`src/include/ldo_defines.vh`:
```
`ifndef LDO_DEFINES_VH
`define LDO_DEFINES_VH

// register indices; byte address is four times the index
`define LDO_IDX_LDO5_CONTROL 8'h59
`define LDO_IDX_LDO6_LEVEL 8'h60
`define LDO_IDX_LDO6_CONTROL 8'h61
`define LDO_IDX_LDO7_LEVEL 8'h68
`define LDO_IDX_LDO7_CONTROL 8'h69
`define LDO_IDX_LDO8_LEVEL 8'h70
`define LDO_IDX_LDO8_CONTROL 8'h71
`define LDO_IDX_LDO9_LEVEL 8'h80
// interrupt and pin-state registers
`define LDO_IDX_IRQ_STATUS 8'h90
`define LDO_IDX_IRQ_ENABLE 8'h91
`define LDO_IDX_IRQ_CLEAR 8'h92
`define LDO_IDX_PIN_STATE 8'h93

// field positions
`define LDO_LEVEL_MSB 5
`define LDO_CTL_ON_BIT 7
`define LDO_CTL_DIS_BIT 2
`define LDO_CTL_FLT_BIT 1
`define LDO_CTL_PG_BIT 0

// widths and reset values
`define LDO_NREG 4
`define LDO_LEVEL_RST 6'h00
`define LDO_CTL_RST 3'h0
`define LDO_IRQ_EN_RST 4'hf

`endif

```
`src/rtl/ldo_irq.v`:
```
`timescale 1ns/1ps
`include "ldo_defines.vh"

module ldo_irq (
    clock,
    reset_n,
    event_in,
    source_gate,
    clear_we,
    enable_we,
    wr_data,
    status_r,
    enable_r,
    irq_r
);
    input wire clock;
    input wire reset_n;
    input wire [`LDO_NREG-1:0] event_in;
    input wire [`LDO_NREG-1:0] source_gate;
    input wire clear_we;
    input wire enable_we;
    input wire [`LDO_NREG-1:0] wr_data;
    output reg [`LDO_NREG-1:0] status_r;
    output reg [`LDO_NREG-1:0] enable_r;
    output reg irq_r;

    reg [`LDO_NREG-1:0] status_nxt;

    // set beats clear so a fault in the clearing cycle survives
    always @* begin
        status_nxt = status_r;
        if (clear_we) begin
            status_nxt = status_nxt & ~wr_data;
        end
        status_nxt = status_nxt | event_in;
    end

    // sticky status, enable mask, registered level interrupt
    always @(posedge clock or negedge reset_n) begin
        if (!reset_n) begin
            status_r <= {`LDO_NREG{1'b0}};
            enable_r <= `LDO_IRQ_EN_RST;
            irq_r <= 1'b0;
        end else begin
            status_r <= status_nxt;
            if (enable_we) begin
                enable_r <= wr_data;
            end
            irq_r <= |(status_r & enable_r & source_gate);
        end
    end
endmodule // ldo_irq

```
`src/rtl/ldo_regs.v`:
```
// Design decision made here: the Wishbone register port.
`timescale 1ns/1ps
`include "ldo_defines.vh"

// How it works
// - each level register keeps a six-bit read/write voltage code in bits 5..0.
// - control bit 7 written one turns the regulator on; reads back as written.
// - control bit 7 written zero turns the regulator off into shutdown.
// - discharge request asserted while bit 2 is one and regulator is off.
// - discharge request never asserted while bit 2 is zero.
// - with bit 1 set and its interrupt enable bit set, a regulator fault raises the fault interrupt.
// - with bit 1 clear, that regulator's faults never raise the interrupt.
// - bit 0 reads live power-good state; writes to it do nothing.
module ldo_regs (
    clock,
    reset_n,
    wb_cyc_i,
    wb_stb_i,
    wb_we_i,
    wb_adr_i,
    wb_sel_i,
    wb_dat_i,
    wb_dat_o,
    wb_ack_o,
    power_good_in,
    fault_in,
    regulator_on,
    discharge_req,
    ldo6_output_level_code,
    ldo7_output_level_code,
    ldo8_output_level_code,
    ldo9_output_level_code,
    fault_irq
);
    input wire clock;
    input wire reset_n;
    input wire wb_cyc_i;
    input wire wb_stb_i;
    input wire wb_we_i;
    input wire [11:0] wb_adr_i;
    input wire [3:0] wb_sel_i;
    input wire [31:0] wb_dat_i;
    output reg [31:0] wb_dat_o;
    output reg wb_ack_o;
    input wire [`LDO_NREG-1:0] power_good_in;
    input wire [`LDO_NREG-1:0] fault_in;
    output wire [`LDO_NREG-1:0] regulator_on;
    output reg [`LDO_NREG-1:0] discharge_req;
    output wire [5:0] ldo6_output_level_code;
    output wire [5:0] ldo7_output_level_code;
    output wire [5:0] ldo8_output_level_code;
    output wire [5:0] ldo9_output_level_code;
    output wire fault_irq;

    // per-regulator control bits; index 0 is ldo5, 3 is ldo8
    reg [`LDO_NREG-1:0] on_r;
    reg [`LDO_NREG-1:0] shutdown_discharge_enable_r;
    reg [`LDO_NREG-1:0] fault_irq_enable_r;
    // level codes; index 0 is ldo6, 3 is ldo9
    reg [5:0] level6_r;
    reg [5:0] level7_r;
    reg [5:0] level8_r;
    reg [5:0] level9_r;

    reg [`LDO_NREG-1:0] fault_prev_r;
    reg [31:0] rd_data;

    wire [`LDO_NREG-1:0] pgood_s;
    wire [`LDO_NREG-1:0] fault_s;
    wire [`LDO_NREG-1:0] fault_rise;
    wire [`LDO_NREG-1:0] irq_status;
    wire [`LDO_NREG-1:0] irq_enable;
    wire bus_req;
    wire in_window;
    wire [7:0] reg_idx;
    wire wr_commit;
    wire wr_lane0;
    wire [`LDO_NREG-1:0] ctl_wr;
    wire irq_clear_we;
    wire irq_enable_we;

    // pack one control byte; unused bits read zero
    function [7:0] ctl_byte;
        input on_bit;
        input dis_bit;
        input flt_bit;
        input pg_bit;
        begin
            ctl_byte = 8'h00;
            ctl_byte[`LDO_CTL_ON_BIT] = on_bit;
            ctl_byte[`LDO_CTL_DIS_BIT] = dis_bit;
            ctl_byte[`LDO_CTL_FLT_BIT] = flt_bit;
            ctl_byte[`LDO_CTL_PG_BIT] = pg_bit;
        end
    endfunction

    // true when a committed lane-0 write hits the given index
    function wr_hit;
        input [7:0] idx;
        input [7:0] target;
        input commit;
        begin
            wr_hit = commit && (idx == target);
        end
    endfunction

    // comparator and fault pins come from the analog side
    // about four edges from pin to register: three stages, then agreement
    ldo_sync3 u_pg_sync (
        .clock(clock),
        .reset_n(reset_n),
        .pin_in(power_good_in),
        .level_out(pgood_s)
    );

    ldo_sync3 u_fault_sync (
        .clock(clock),
        .reset_n(reset_n),
        .pin_in(fault_in),
        .level_out(fault_s)
    );

    // bus decode: aligned words only, upper address bits must be zero
    assign bus_req = wb_cyc_i & wb_stb_i;
    assign in_window = (wb_adr_i[11:10] == 2'b00) && (wb_adr_i[1:0] == 2'b00);
    // byte address is four times the index, so bits 9..2 pick the register
    assign reg_idx = wb_adr_i[9:2];
    // write lands on the edge where the master sees ack
    assign wr_commit = bus_req & wb_we_i & wb_ack_o & in_window;
    assign wr_lane0 = wr_commit & wb_sel_i[0];

    // per-regulator control strobes, ldo5 first
    assign ctl_wr[0] = wr_hit(reg_idx, `LDO_IDX_LDO5_CONTROL, wr_lane0);
    assign ctl_wr[1] = wr_hit(reg_idx, `LDO_IDX_LDO6_CONTROL, wr_lane0);
    assign ctl_wr[2] = wr_hit(reg_idx, `LDO_IDX_LDO7_CONTROL, wr_lane0);
    assign ctl_wr[3] = wr_hit(reg_idx, `LDO_IDX_LDO8_CONTROL, wr_lane0);
    // interrupt register strobes, committed with the same timing
    assign irq_clear_we = wr_hit(reg_idx, `LDO_IDX_IRQ_CLEAR, wr_lane0);
    assign irq_enable_we = wr_hit(reg_idx, `LDO_IDX_IRQ_ENABLE, wr_lane0);

    // one wait state then ack, dropped the cycle after
    always @(posedge clock or negedge reset_n) begin
        if (!reset_n) begin
            wb_ack_o <= 1'b0;
        end else begin
            wb_ack_o <= bus_req & ~wb_ack_o;
        end
    end

    // control registers
    always @(posedge clock or negedge reset_n) begin
        if (!reset_n) begin
            on_r <= {`LDO_NREG{1'b0}};
            shutdown_discharge_enable_r <= {`LDO_NREG{1'b0}};
            fault_irq_enable_r <= {`LDO_NREG{1'b0}};
        end else begin
            if (ctl_wr[0]) begin
                on_r[0] <= wb_dat_i[`LDO_CTL_ON_BIT];
                shutdown_discharge_enable_r[0] <= wb_dat_i[`LDO_CTL_DIS_BIT];
                fault_irq_enable_r[0] <= wb_dat_i[`LDO_CTL_FLT_BIT];
            end
            if (ctl_wr[1]) begin
                on_r[1] <= wb_dat_i[`LDO_CTL_ON_BIT];
                shutdown_discharge_enable_r[1] <= wb_dat_i[`LDO_CTL_DIS_BIT];
                fault_irq_enable_r[1] <= wb_dat_i[`LDO_CTL_FLT_BIT];
            end
            if (ctl_wr[2]) begin
                on_r[2] <= wb_dat_i[`LDO_CTL_ON_BIT];
                shutdown_discharge_enable_r[2] <= wb_dat_i[`LDO_CTL_DIS_BIT];
                fault_irq_enable_r[2] <= wb_dat_i[`LDO_CTL_FLT_BIT];
            end
            if (ctl_wr[3]) begin
                on_r[3] <= wb_dat_i[`LDO_CTL_ON_BIT];
                shutdown_discharge_enable_r[3] <= wb_dat_i[`LDO_CTL_DIS_BIT];
                fault_irq_enable_r[3] <= wb_dat_i[`LDO_CTL_FLT_BIT];
            end
        end
    end

    // level registers; bits 7..6 are dropped on write
    always @(posedge clock or negedge reset_n) begin
        if (!reset_n) begin
            level6_r <= `LDO_LEVEL_RST;
            level7_r <= `LDO_LEVEL_RST;
            level8_r <= `LDO_LEVEL_RST;
            level9_r <= `LDO_LEVEL_RST;
        end else begin
            if (wr_hit(reg_idx, `LDO_IDX_LDO6_LEVEL, wr_lane0)) begin
                level6_r <= wb_dat_i[`LDO_LEVEL_MSB:0];
            end
            if (wr_hit(reg_idx, `LDO_IDX_LDO7_LEVEL, wr_lane0)) begin
                level7_r <= wb_dat_i[`LDO_LEVEL_MSB:0];
            end
            if (wr_hit(reg_idx, `LDO_IDX_LDO8_LEVEL, wr_lane0)) begin
                level8_r <= wb_dat_i[`LDO_LEVEL_MSB:0];
            end
            if (wr_hit(reg_idx, `LDO_IDX_LDO9_LEVEL, wr_lane0)) begin
                level9_r <= wb_dat_i[`LDO_LEVEL_MSB:0];
            end
        end
    end

    assign regulator_on = on_r;
    assign ldo6_output_level_code = level6_r;
    assign ldo7_output_level_code = level7_r;
    assign ldo8_output_level_code = level8_r;
    assign ldo9_output_level_code = level9_r;

    // discharge only in shutdown and only when allowed
    // a write that turns a regulator off starts discharge one cycle later
    always @(posedge clock or negedge reset_n) begin
        if (!reset_n) begin
            discharge_req <= {`LDO_NREG{1'b0}};
        end else begin
            discharge_req <= shutdown_discharge_enable_r & ~on_r;
        end
    end

    // fault edges; a held fault counts once
    always @(posedge clock or negedge reset_n) begin
        if (!reset_n) begin
            fault_prev_r <= {`LDO_NREG{1'b0}};
        end else begin
            fault_prev_r <= fault_s;
        end
    end

    assign fault_rise = fault_s & ~fault_prev_r;

    ldo_irq u_irq (
        .clock(clock),
        .reset_n(reset_n),
        .event_in(fault_rise),
        .source_gate(fault_irq_enable_r),
        .clear_we(irq_clear_we),
        .enable_we(irq_enable_we),
        .wr_data(wb_dat_i[`LDO_NREG-1:0]),
        .status_r(irq_status),
        .enable_r(irq_enable),
        .irq_r(fault_irq)
    );

    // read mux; unmapped and write-only indices read zero
    always @* begin
        rd_data = 32'h0000_0000;
        if (in_window) begin
            case (reg_idx)
                `LDO_IDX_LDO5_CONTROL: begin
                    rd_data[7:0] = ctl_byte(on_r[0], shutdown_discharge_enable_r[0],
                        fault_irq_enable_r[0], pgood_s[0]);
                end
                `LDO_IDX_LDO6_CONTROL: begin
                    rd_data[7:0] = ctl_byte(on_r[1], shutdown_discharge_enable_r[1],
                        fault_irq_enable_r[1], pgood_s[1]);
                end
                `LDO_IDX_LDO7_CONTROL: begin
                    rd_data[7:0] = ctl_byte(on_r[2], shutdown_discharge_enable_r[2],
                        fault_irq_enable_r[2], pgood_s[2]);
                end
                `LDO_IDX_LDO8_CONTROL: begin
                    rd_data[7:0] = ctl_byte(on_r[3], shutdown_discharge_enable_r[3],
                        fault_irq_enable_r[3], pgood_s[3]);
                end
                `LDO_IDX_LDO6_LEVEL: begin
                    rd_data[5:0] = level6_r;
                end
                `LDO_IDX_LDO7_LEVEL: begin
                    rd_data[5:0] = level7_r;
                end
                `LDO_IDX_LDO8_LEVEL: begin
                    rd_data[5:0] = level8_r;
                end
                `LDO_IDX_LDO9_LEVEL: begin
                    rd_data[5:0] = level9_r;
                end
                `LDO_IDX_IRQ_STATUS: begin
                    rd_data[`LDO_NREG-1:0] = irq_status;
                end
                `LDO_IDX_IRQ_ENABLE: begin
                    rd_data[`LDO_NREG-1:0] = irq_enable;
                end
                `LDO_IDX_PIN_STATE: begin
                    rd_data[7:0] = {fault_s, pgood_s};
                end
                default: begin
                    rd_data = 32'h0000_0000;
                end
            endcase
        end
    end

    // read data captured at request, held through ack
    always @(posedge clock or negedge reset_n) begin
        if (!reset_n) begin
            wb_dat_o <= 32'h0000_0000;
        end else if (bus_req & ~wb_ack_o) begin
            wb_dat_o <= rd_data;
        end
    end
endmodule // ldo_regs

```
`src/rtl/ldo_sync3.v`:
```
`timescale 1ns/1ps
`include "ldo_defines.vh"

module ldo_sync3 (
    clock,
    reset_n,
    pin_in,
    level_out
);
    input wire clock;
    input wire reset_n;
    input wire [`LDO_NREG-1:0] pin_in;
    output reg [`LDO_NREG-1:0] level_out;

    reg [`LDO_NREG-1:0] meta_r;
    reg [`LDO_NREG-1:0] s2_r;
    reg [`LDO_NREG-1:0] s3_r;
    integer i;

    // three-stage chain; first stage feeds only the second
    always @(posedge clock or negedge reset_n) begin
        if (!reset_n) begin
            meta_r <= {`LDO_NREG{1'b0}};
            s2_r <= {`LDO_NREG{1'b0}};
            s3_r <= {`LDO_NREG{1'b0}};
            level_out <= {`LDO_NREG{1'b0}};
        end else begin
            meta_r <= pin_in;
            s2_r <= meta_r;
            s3_r <= s2_r;
            // accept a change only once stages two and three agree
            for (i = 0; i < `LDO_NREG; i = i + 1) begin
                if (s2_r[i] == s3_r[i]) begin
                    level_out[i] <= s3_r[i];
                end
            end
        end
    end
endmodule // ldo_sync3
```
`config.mk`:
```
export PLATFORM = sky130hd
export DESIGN_NAME = ldo_regs
export DESIGN_NICKNAME = d
export VERILOG_FILES = /design/src/rtl/ldo_irq.v /design/src/rtl/ldo_regs.v /design/src/rtl/ldo_sync3.v
export VERILOG_INCLUDE_DIRS = /design/src /design/src/include
export SDC_FILE = /design/constraint.sdc
export NUM_CORES = 1
export LEC_CHECK = 0
export CORE_UTILIZATION = 55
export DETAILED_ROUTE_END_ITERATION = 10
export DONT_BUFFER_PORTS = 1
export GPL_TIMING_DRIVEN = 1
export PLACE_DENSITY = 0.7
export SYNTH_ARGS = -nofsm -noshare
export SYNTH_HDL_FRONTEND = slang
export SYNTH_SLANG_ARGS = --single-unit
export TNS_END_PERCENT = 30
```
`constraint.sdc`:
```
create_clock -name clock -period 4.82 [get_ports clock]
set_input_delay 1.205 -clock clock [delete_from_list [all_inputs] [get_ports clock]]
set_output_delay 1.205 -clock clock [all_outputs]
set_load 0.005 [all_outputs]
```
Word-level counts from Yosys, hierarchy flattened
Cells that the tools add are included.
- logic and storage cells: 92
- input port bits: 61
- register bits: 118
- output and inout port bits: 66
- reductions and logical operators: 14
- multiplexer cells: 5
- equality and inequality tests: 20
- bitwise operators: 16
- operator list (kind ; number):
    $eq 8x7->1 const B ; 7
    $pmux 4 s11 ; 1
    $eq 8x8->1 const B ; 5
    $and 4x4->4 ; 5
    $pmux 2 s5 ; 2
    $not 4->4 ; 3
    $logic_and 1x1->1 ; 11
    $eq 1x1->1 ; 8
    $mux 8 ; 1
    $and 1x1->1 ; 6
    $logic_not 2->1 ; 2
    $mux 4 ; 1
    $or 4x4->4 ; 1
    $reduce_or 4->1 ; 1
    $not 1->1 ; 1

Longest topological paths before layout
- depth in word-level cells: 8
- gate-level depth with buffers: 7
- gate-level depth less buffers: 6

Cells and area by module
Synthesis repeated with hierarchy kept, for this count alone.
- cell total of the unflattened synthesis: 319
- area total of the unflattened synthesis: 4027.6 µm²
- modules (own cells, without submodules) (module ; area an instance (µm²) ; instances ; seq. area each (µm²) ; cells each):
    ldo_regs ; 2788.9 ; 1 ; 1326.3 ; 253
    ldo_sync3 ; 445.4 ; 2 ; 400.4 ; 20
    ldo_irq ; 347.8 ; 1 ; 230.2 ; 26

Least setup slack after synthesis
Ideal clock, no wire load.
- kind: input to register
- start point: in wb_adr_i[5]
- end point: reg level9_r[0], in the netlist ldo9_output_level_code[0]
- arrival time: 2656 ps
- path buffers: 3
- stages on the path: 7
- path slack: 2039 ps
- setup time: 125 ps
- data required time: 4695 ps
- path through: buf_6 -> or4_1 -> buf_2 -> nor3_4 -> and2b_1 -> buf_6 -> mux2_4
- longest elaborated chain between the ends: 2
- RTL lines (item ; RTL line ; RTL):
    from (decl) ; ldo_regs.v:40 ; input wire [11:0] wb_adr_i;
    $eq 8x8->1 ; ldo_regs.v:103 ; wr_hit = commit && (idx == target);
    $logic_and 1x1->1 ; ldo_regs.v:103 ;
    to (signal assigned) ; ldo_regs.v:186 ; level9_r <= `LDO_LEVEL_RST;
    to (signal assigned) ; ldo_regs.v:198 ; level9_r <= wb_dat_i[`LDO_LEVEL_MSB:0];
    to (decl) ; ldo_regs.v:63 ; reg [5:0] level9_r;
Every way passes these cells.
A chain may end at the register's enable or synchronous reset.

Final worst setup path
- start point: in wb_adr_i[2]
- end point: reg level9_r[5], in the netlist ldo9_output_level_code[5]
Same word-level chain as after synthesis.

==> results.md <==
* Leakage at between 0.002 and 0.0025 uW
* CTS buffer count at 9
* WL/cell at 20.3 um
* Max Cap Violations at 0
* Multiplexer share of the synthesized area at about 14%
* Final worst-path setup slack at 2.11 ns
* Vias in the first global route at 2268
* Largest family of logic cells by synthesized area: multiplexers
* Reg area at 2360 sq um
* Multi-input gate area at approximately 1600 sq um
* Drt initial violations at between 150 and 200
* Clk pwr share at 42.0%
* Power per cell area at 338 nW/um^2
* H-tree depth at 3
* Die Span Y at 89.2 um
* CTS tree: done
* Critical Path Sink Type: flip-flop
* Post-synth ARST share at 100%
* Maximum vdd drop at 0.000264 V
* CTS resizes at 0
* DP Worst Slack at 1.75 ns
* Crit share post-route at between 50 and 60%
* Syn Area/Cell at 13.3 sq um
* Top Family by Delay on Critical Path: simple AND/OR/NAND/NOR gates
* Die extent in x at 89.2 um
* Worst setup path class: in -> reg
* Post-route ant nets at 0
* Share of cells above drive strength 1 at 23.5%
* Max Buffers Root-to-Sink at 2
* Synth Area in Compound Gates at 7.33%
* Hold EP: u_pg_sync.s2_r[3]
* Global route overflow at 0
* Simple-gate share of the synthesized area at between 10% and 20%
* Reg2Reg Depth at 5
* Slew at the pin closest to its max-slew limit at 0.921 ns
* Sequential Power Share at 55.8%
* Slowest stage delay, CP at a little over 0.7 ns
* Cell Chain, Critical Path: or4_1 -> nor3_4 -> and2b_1 -> mux2_4
* Nets at 371
* Pint at 1170 uW
* Fin. Hold Viols at 0
* DRC at 0
* WP data required at slightly above 5 ns
* Xor/xnor share of the synthesized area at 0%
* Fill cell count at just under 600
* Critical Path Start Type: input pin
* Net Sw Power at 303 uW
* CTS Hold Bufs at 0
* Post-Synthesis Cells at 315
* Register area share after synthesis at between 50 and 60%
* Net Sw Frac at 20.5%
* Initial antenna violation count at 0
* Clock Sink Count at 94
* Final core utilization at roughly three fifths
* TritonRoute pass-1 iters at 4
* Final worst clock skew at 0.0110 ns
* FP Rows at 31
* Slew Limit Headroom at 37.7%
* Status: completed
* Slew Limit Fails at 0
* Port bufs at 0
* First-pass GRT wire length at 12.8 mm
* Core area at 7290 sq um
* Cell area after synthesis at between 4000 and 5000 sq um
* # IOs at 127
* GPL Wtd Cong at around 0.94
* R2r setup slk at 2.90 ns
* Hpwl dp at roughly 5.9 mm
* Top_reg_cell synth: dfrtp_1
* R2r endpoint: ldo7_output_level_code[5]
* Detailed Route WL at 8.39 mm
* Synthesis warning total at 0
* Post-Synth Adder-Cell Area at 1.91%
* Worst EP arrival at 2.95 ns
* RSZ-0062 raised after global routing: no
* Post-CTS Setup Inserts at 0
* GRT Total Usage at between 20% and 30%
* Post-synth EDFFs at 0
* Vias per cell at 5.87
* Critical path peak fanout at 16
* Worst r2r src: wb_ack_o
* Slowest-stage cell, CP: or4_1
* Area delta synth->final at 4.43%
* Ant. Diodes at 0
* Hold Path Depth at 0
* Total power at between 1000 and 1500 uW
* Largest net degree at the start of global routing at 95
* Hold/Removal Path Class: reg -> reg
* Critical path buffer and inverter count at 0
* Number of synthesized register bits at 94
* Hold path start: u_pg_sync.meta_r[3]
* Initial Utilization at 57.4%
* Fin crit period at 2.71 ns
* Comb power frac at 2.2%
* Yosys cell types at 61
* Fmax at 0.369 GHz
* Reg clk slew, reported paths at around 0.09 ns
* DR vias at approximately 2400
* Clock root buffer: clkbuf_8
* Setup TNS at 0 ns
* Worst Setup SP: wb_adr_i[2]
* Final setup fails at 0
* DIE AREA at roughly 8000 sq um
* Clock Latency Late Sink at 0.35 ns
[cell type report]
| cell class | instances | share of cell area [%] |
|---|---|---|
| clock buffer | 9 | 2.84 |
| clock inverter | 7 | 2.75 |
| sequential | 94 | 54.0 |
| inverter | 5 | 0.430 |
| multi-input combinational | 200 | 37.2 |
| tap | 99 | 2.84 |
[cells in the mapped netlist (all sizes together) (4+ instances only)]
library cell	count	area (sq um)
nand2	14	52.6
inv	5	18.8
nand3b	6	45.0
nor2b	5	31.3
a22oi	4	30.0
dfstp	4	105
maj3	8	80.1
mux2	41	507
buf	35	254
o21ai	6	30.0
clkbuf	4	15.0
and3	4	25.0
nand3	11	55.1
dfrtp	90	2250
mux2i	4	40.0
a22o	8	70.1
a21oi	4	20.0
nor2	7	28.8
nor3	7	57.6
[worst max-delay path by stage]
stage,to,slack (ns),cells past startpoint
after floorplan,ldo9_output_level_code[0],2.04,7
after global placement,ldo9_output_level_code[3],1.76,4
after detailed placement,ldo9_output_level_code[5],1.75,4
after CTS,ldo9_output_level_code[1],2.14,4
after global routing,ldo9_output_level_code[2],2.09,4
final,ldo9_output_level_code[5],2.11,4
[state kept, by name (all words and copies together), names as in the netlist, 6 cells and up]
name                    flops
ldo6_output_level_code      6
wb_dat_o                    8
ldo9_output_level_code      6
ldo8_output_level_code      6
ldo7_output_level_code      6
[layout by cell type, fill, tap and decap left out, drive strengths merged, types with 2 or more instances in the layout]
cell     Yosys  final
conb         1     24
clkbuf       4      9
nor4         3      3
o21ai        6      6
maj3         8      8
a22o         8      8
nand2       14     14
a21oi        4      4
a211o        2      2
mux4         2      2
bufinv       0      3
nand3b       6      6
and4bb       2      2
a221o        2      2
nand3       11     11
nand4        3      3
or2          2      2
or4          2      2
nor3         7      7
o2bb2ai      3      3
and3         4      4
clkinv       0      2
mux2i        4      4
dfrtp       90     90
a31oi        2      2
a22oi        4      4
nor4b        2      2
a211oi       2      2
nor2         7      7
dfstp        4      4
nor2b        5      5
mux2        41     41
nand2b       2      2
inv          5      6
[per-stage QoR]
stage / std cells / hold slack [ns] / cell area, sq um
after floorplan: 338 / 0.331 / 4270
after global placement: 398 / 0.334 / 4120
after detailed placement: 398 / 0.336 / 4120
after CTS: 414 / 0.354 / 4370
after global routing: 414 / 0.358 / 4370
final: 414 / 0.352 / 4370
[metal layers]
metal / global-route usage (%) / vias up / routed length [um]
li1: - / 1083 / -
met1: 32.3 / 1219 / 3810
met2: 32.3 / 115 / 3700
met3: 8.13 / 13 / 699
met4: 7.94 / 0 / 177
met5: 0 / - / 0
[logic make-up (layout without fill, tap and decap cells)]
kind of cell / after synthesis / after routing
AOI/OAI and AO/OA: 41 / 41
adders and majority gates: 8 / 8
buffers and inverters: 44 / 21
DFF: 94 / 94
muxes: 47 / 47
other: 1 / 24
and+or+nand+nor: 80 / 80
[power groups by stage]
stage          logic [uW]  registers (uW)  clock network (uW)
5_1_grt              38.0             825                 667
6_report             33.1             822                 619
4_1_cts              32.8             823                 636
3_3_place_gp         32.5             837                   0
2_1_floorplan        54.0             833                   0
3_5_place_dp         32.7             838                   0
[worst register-to-register path, stage by stage (launching register included)]
cell,delay [ns]
dfrtp_1,0.38
and3_1,0.22
nand4_4,0.20
nand2b_4,0.22
or2_1,0.42
mux2_4,0.37
Power figures use the tool's default switching activity.
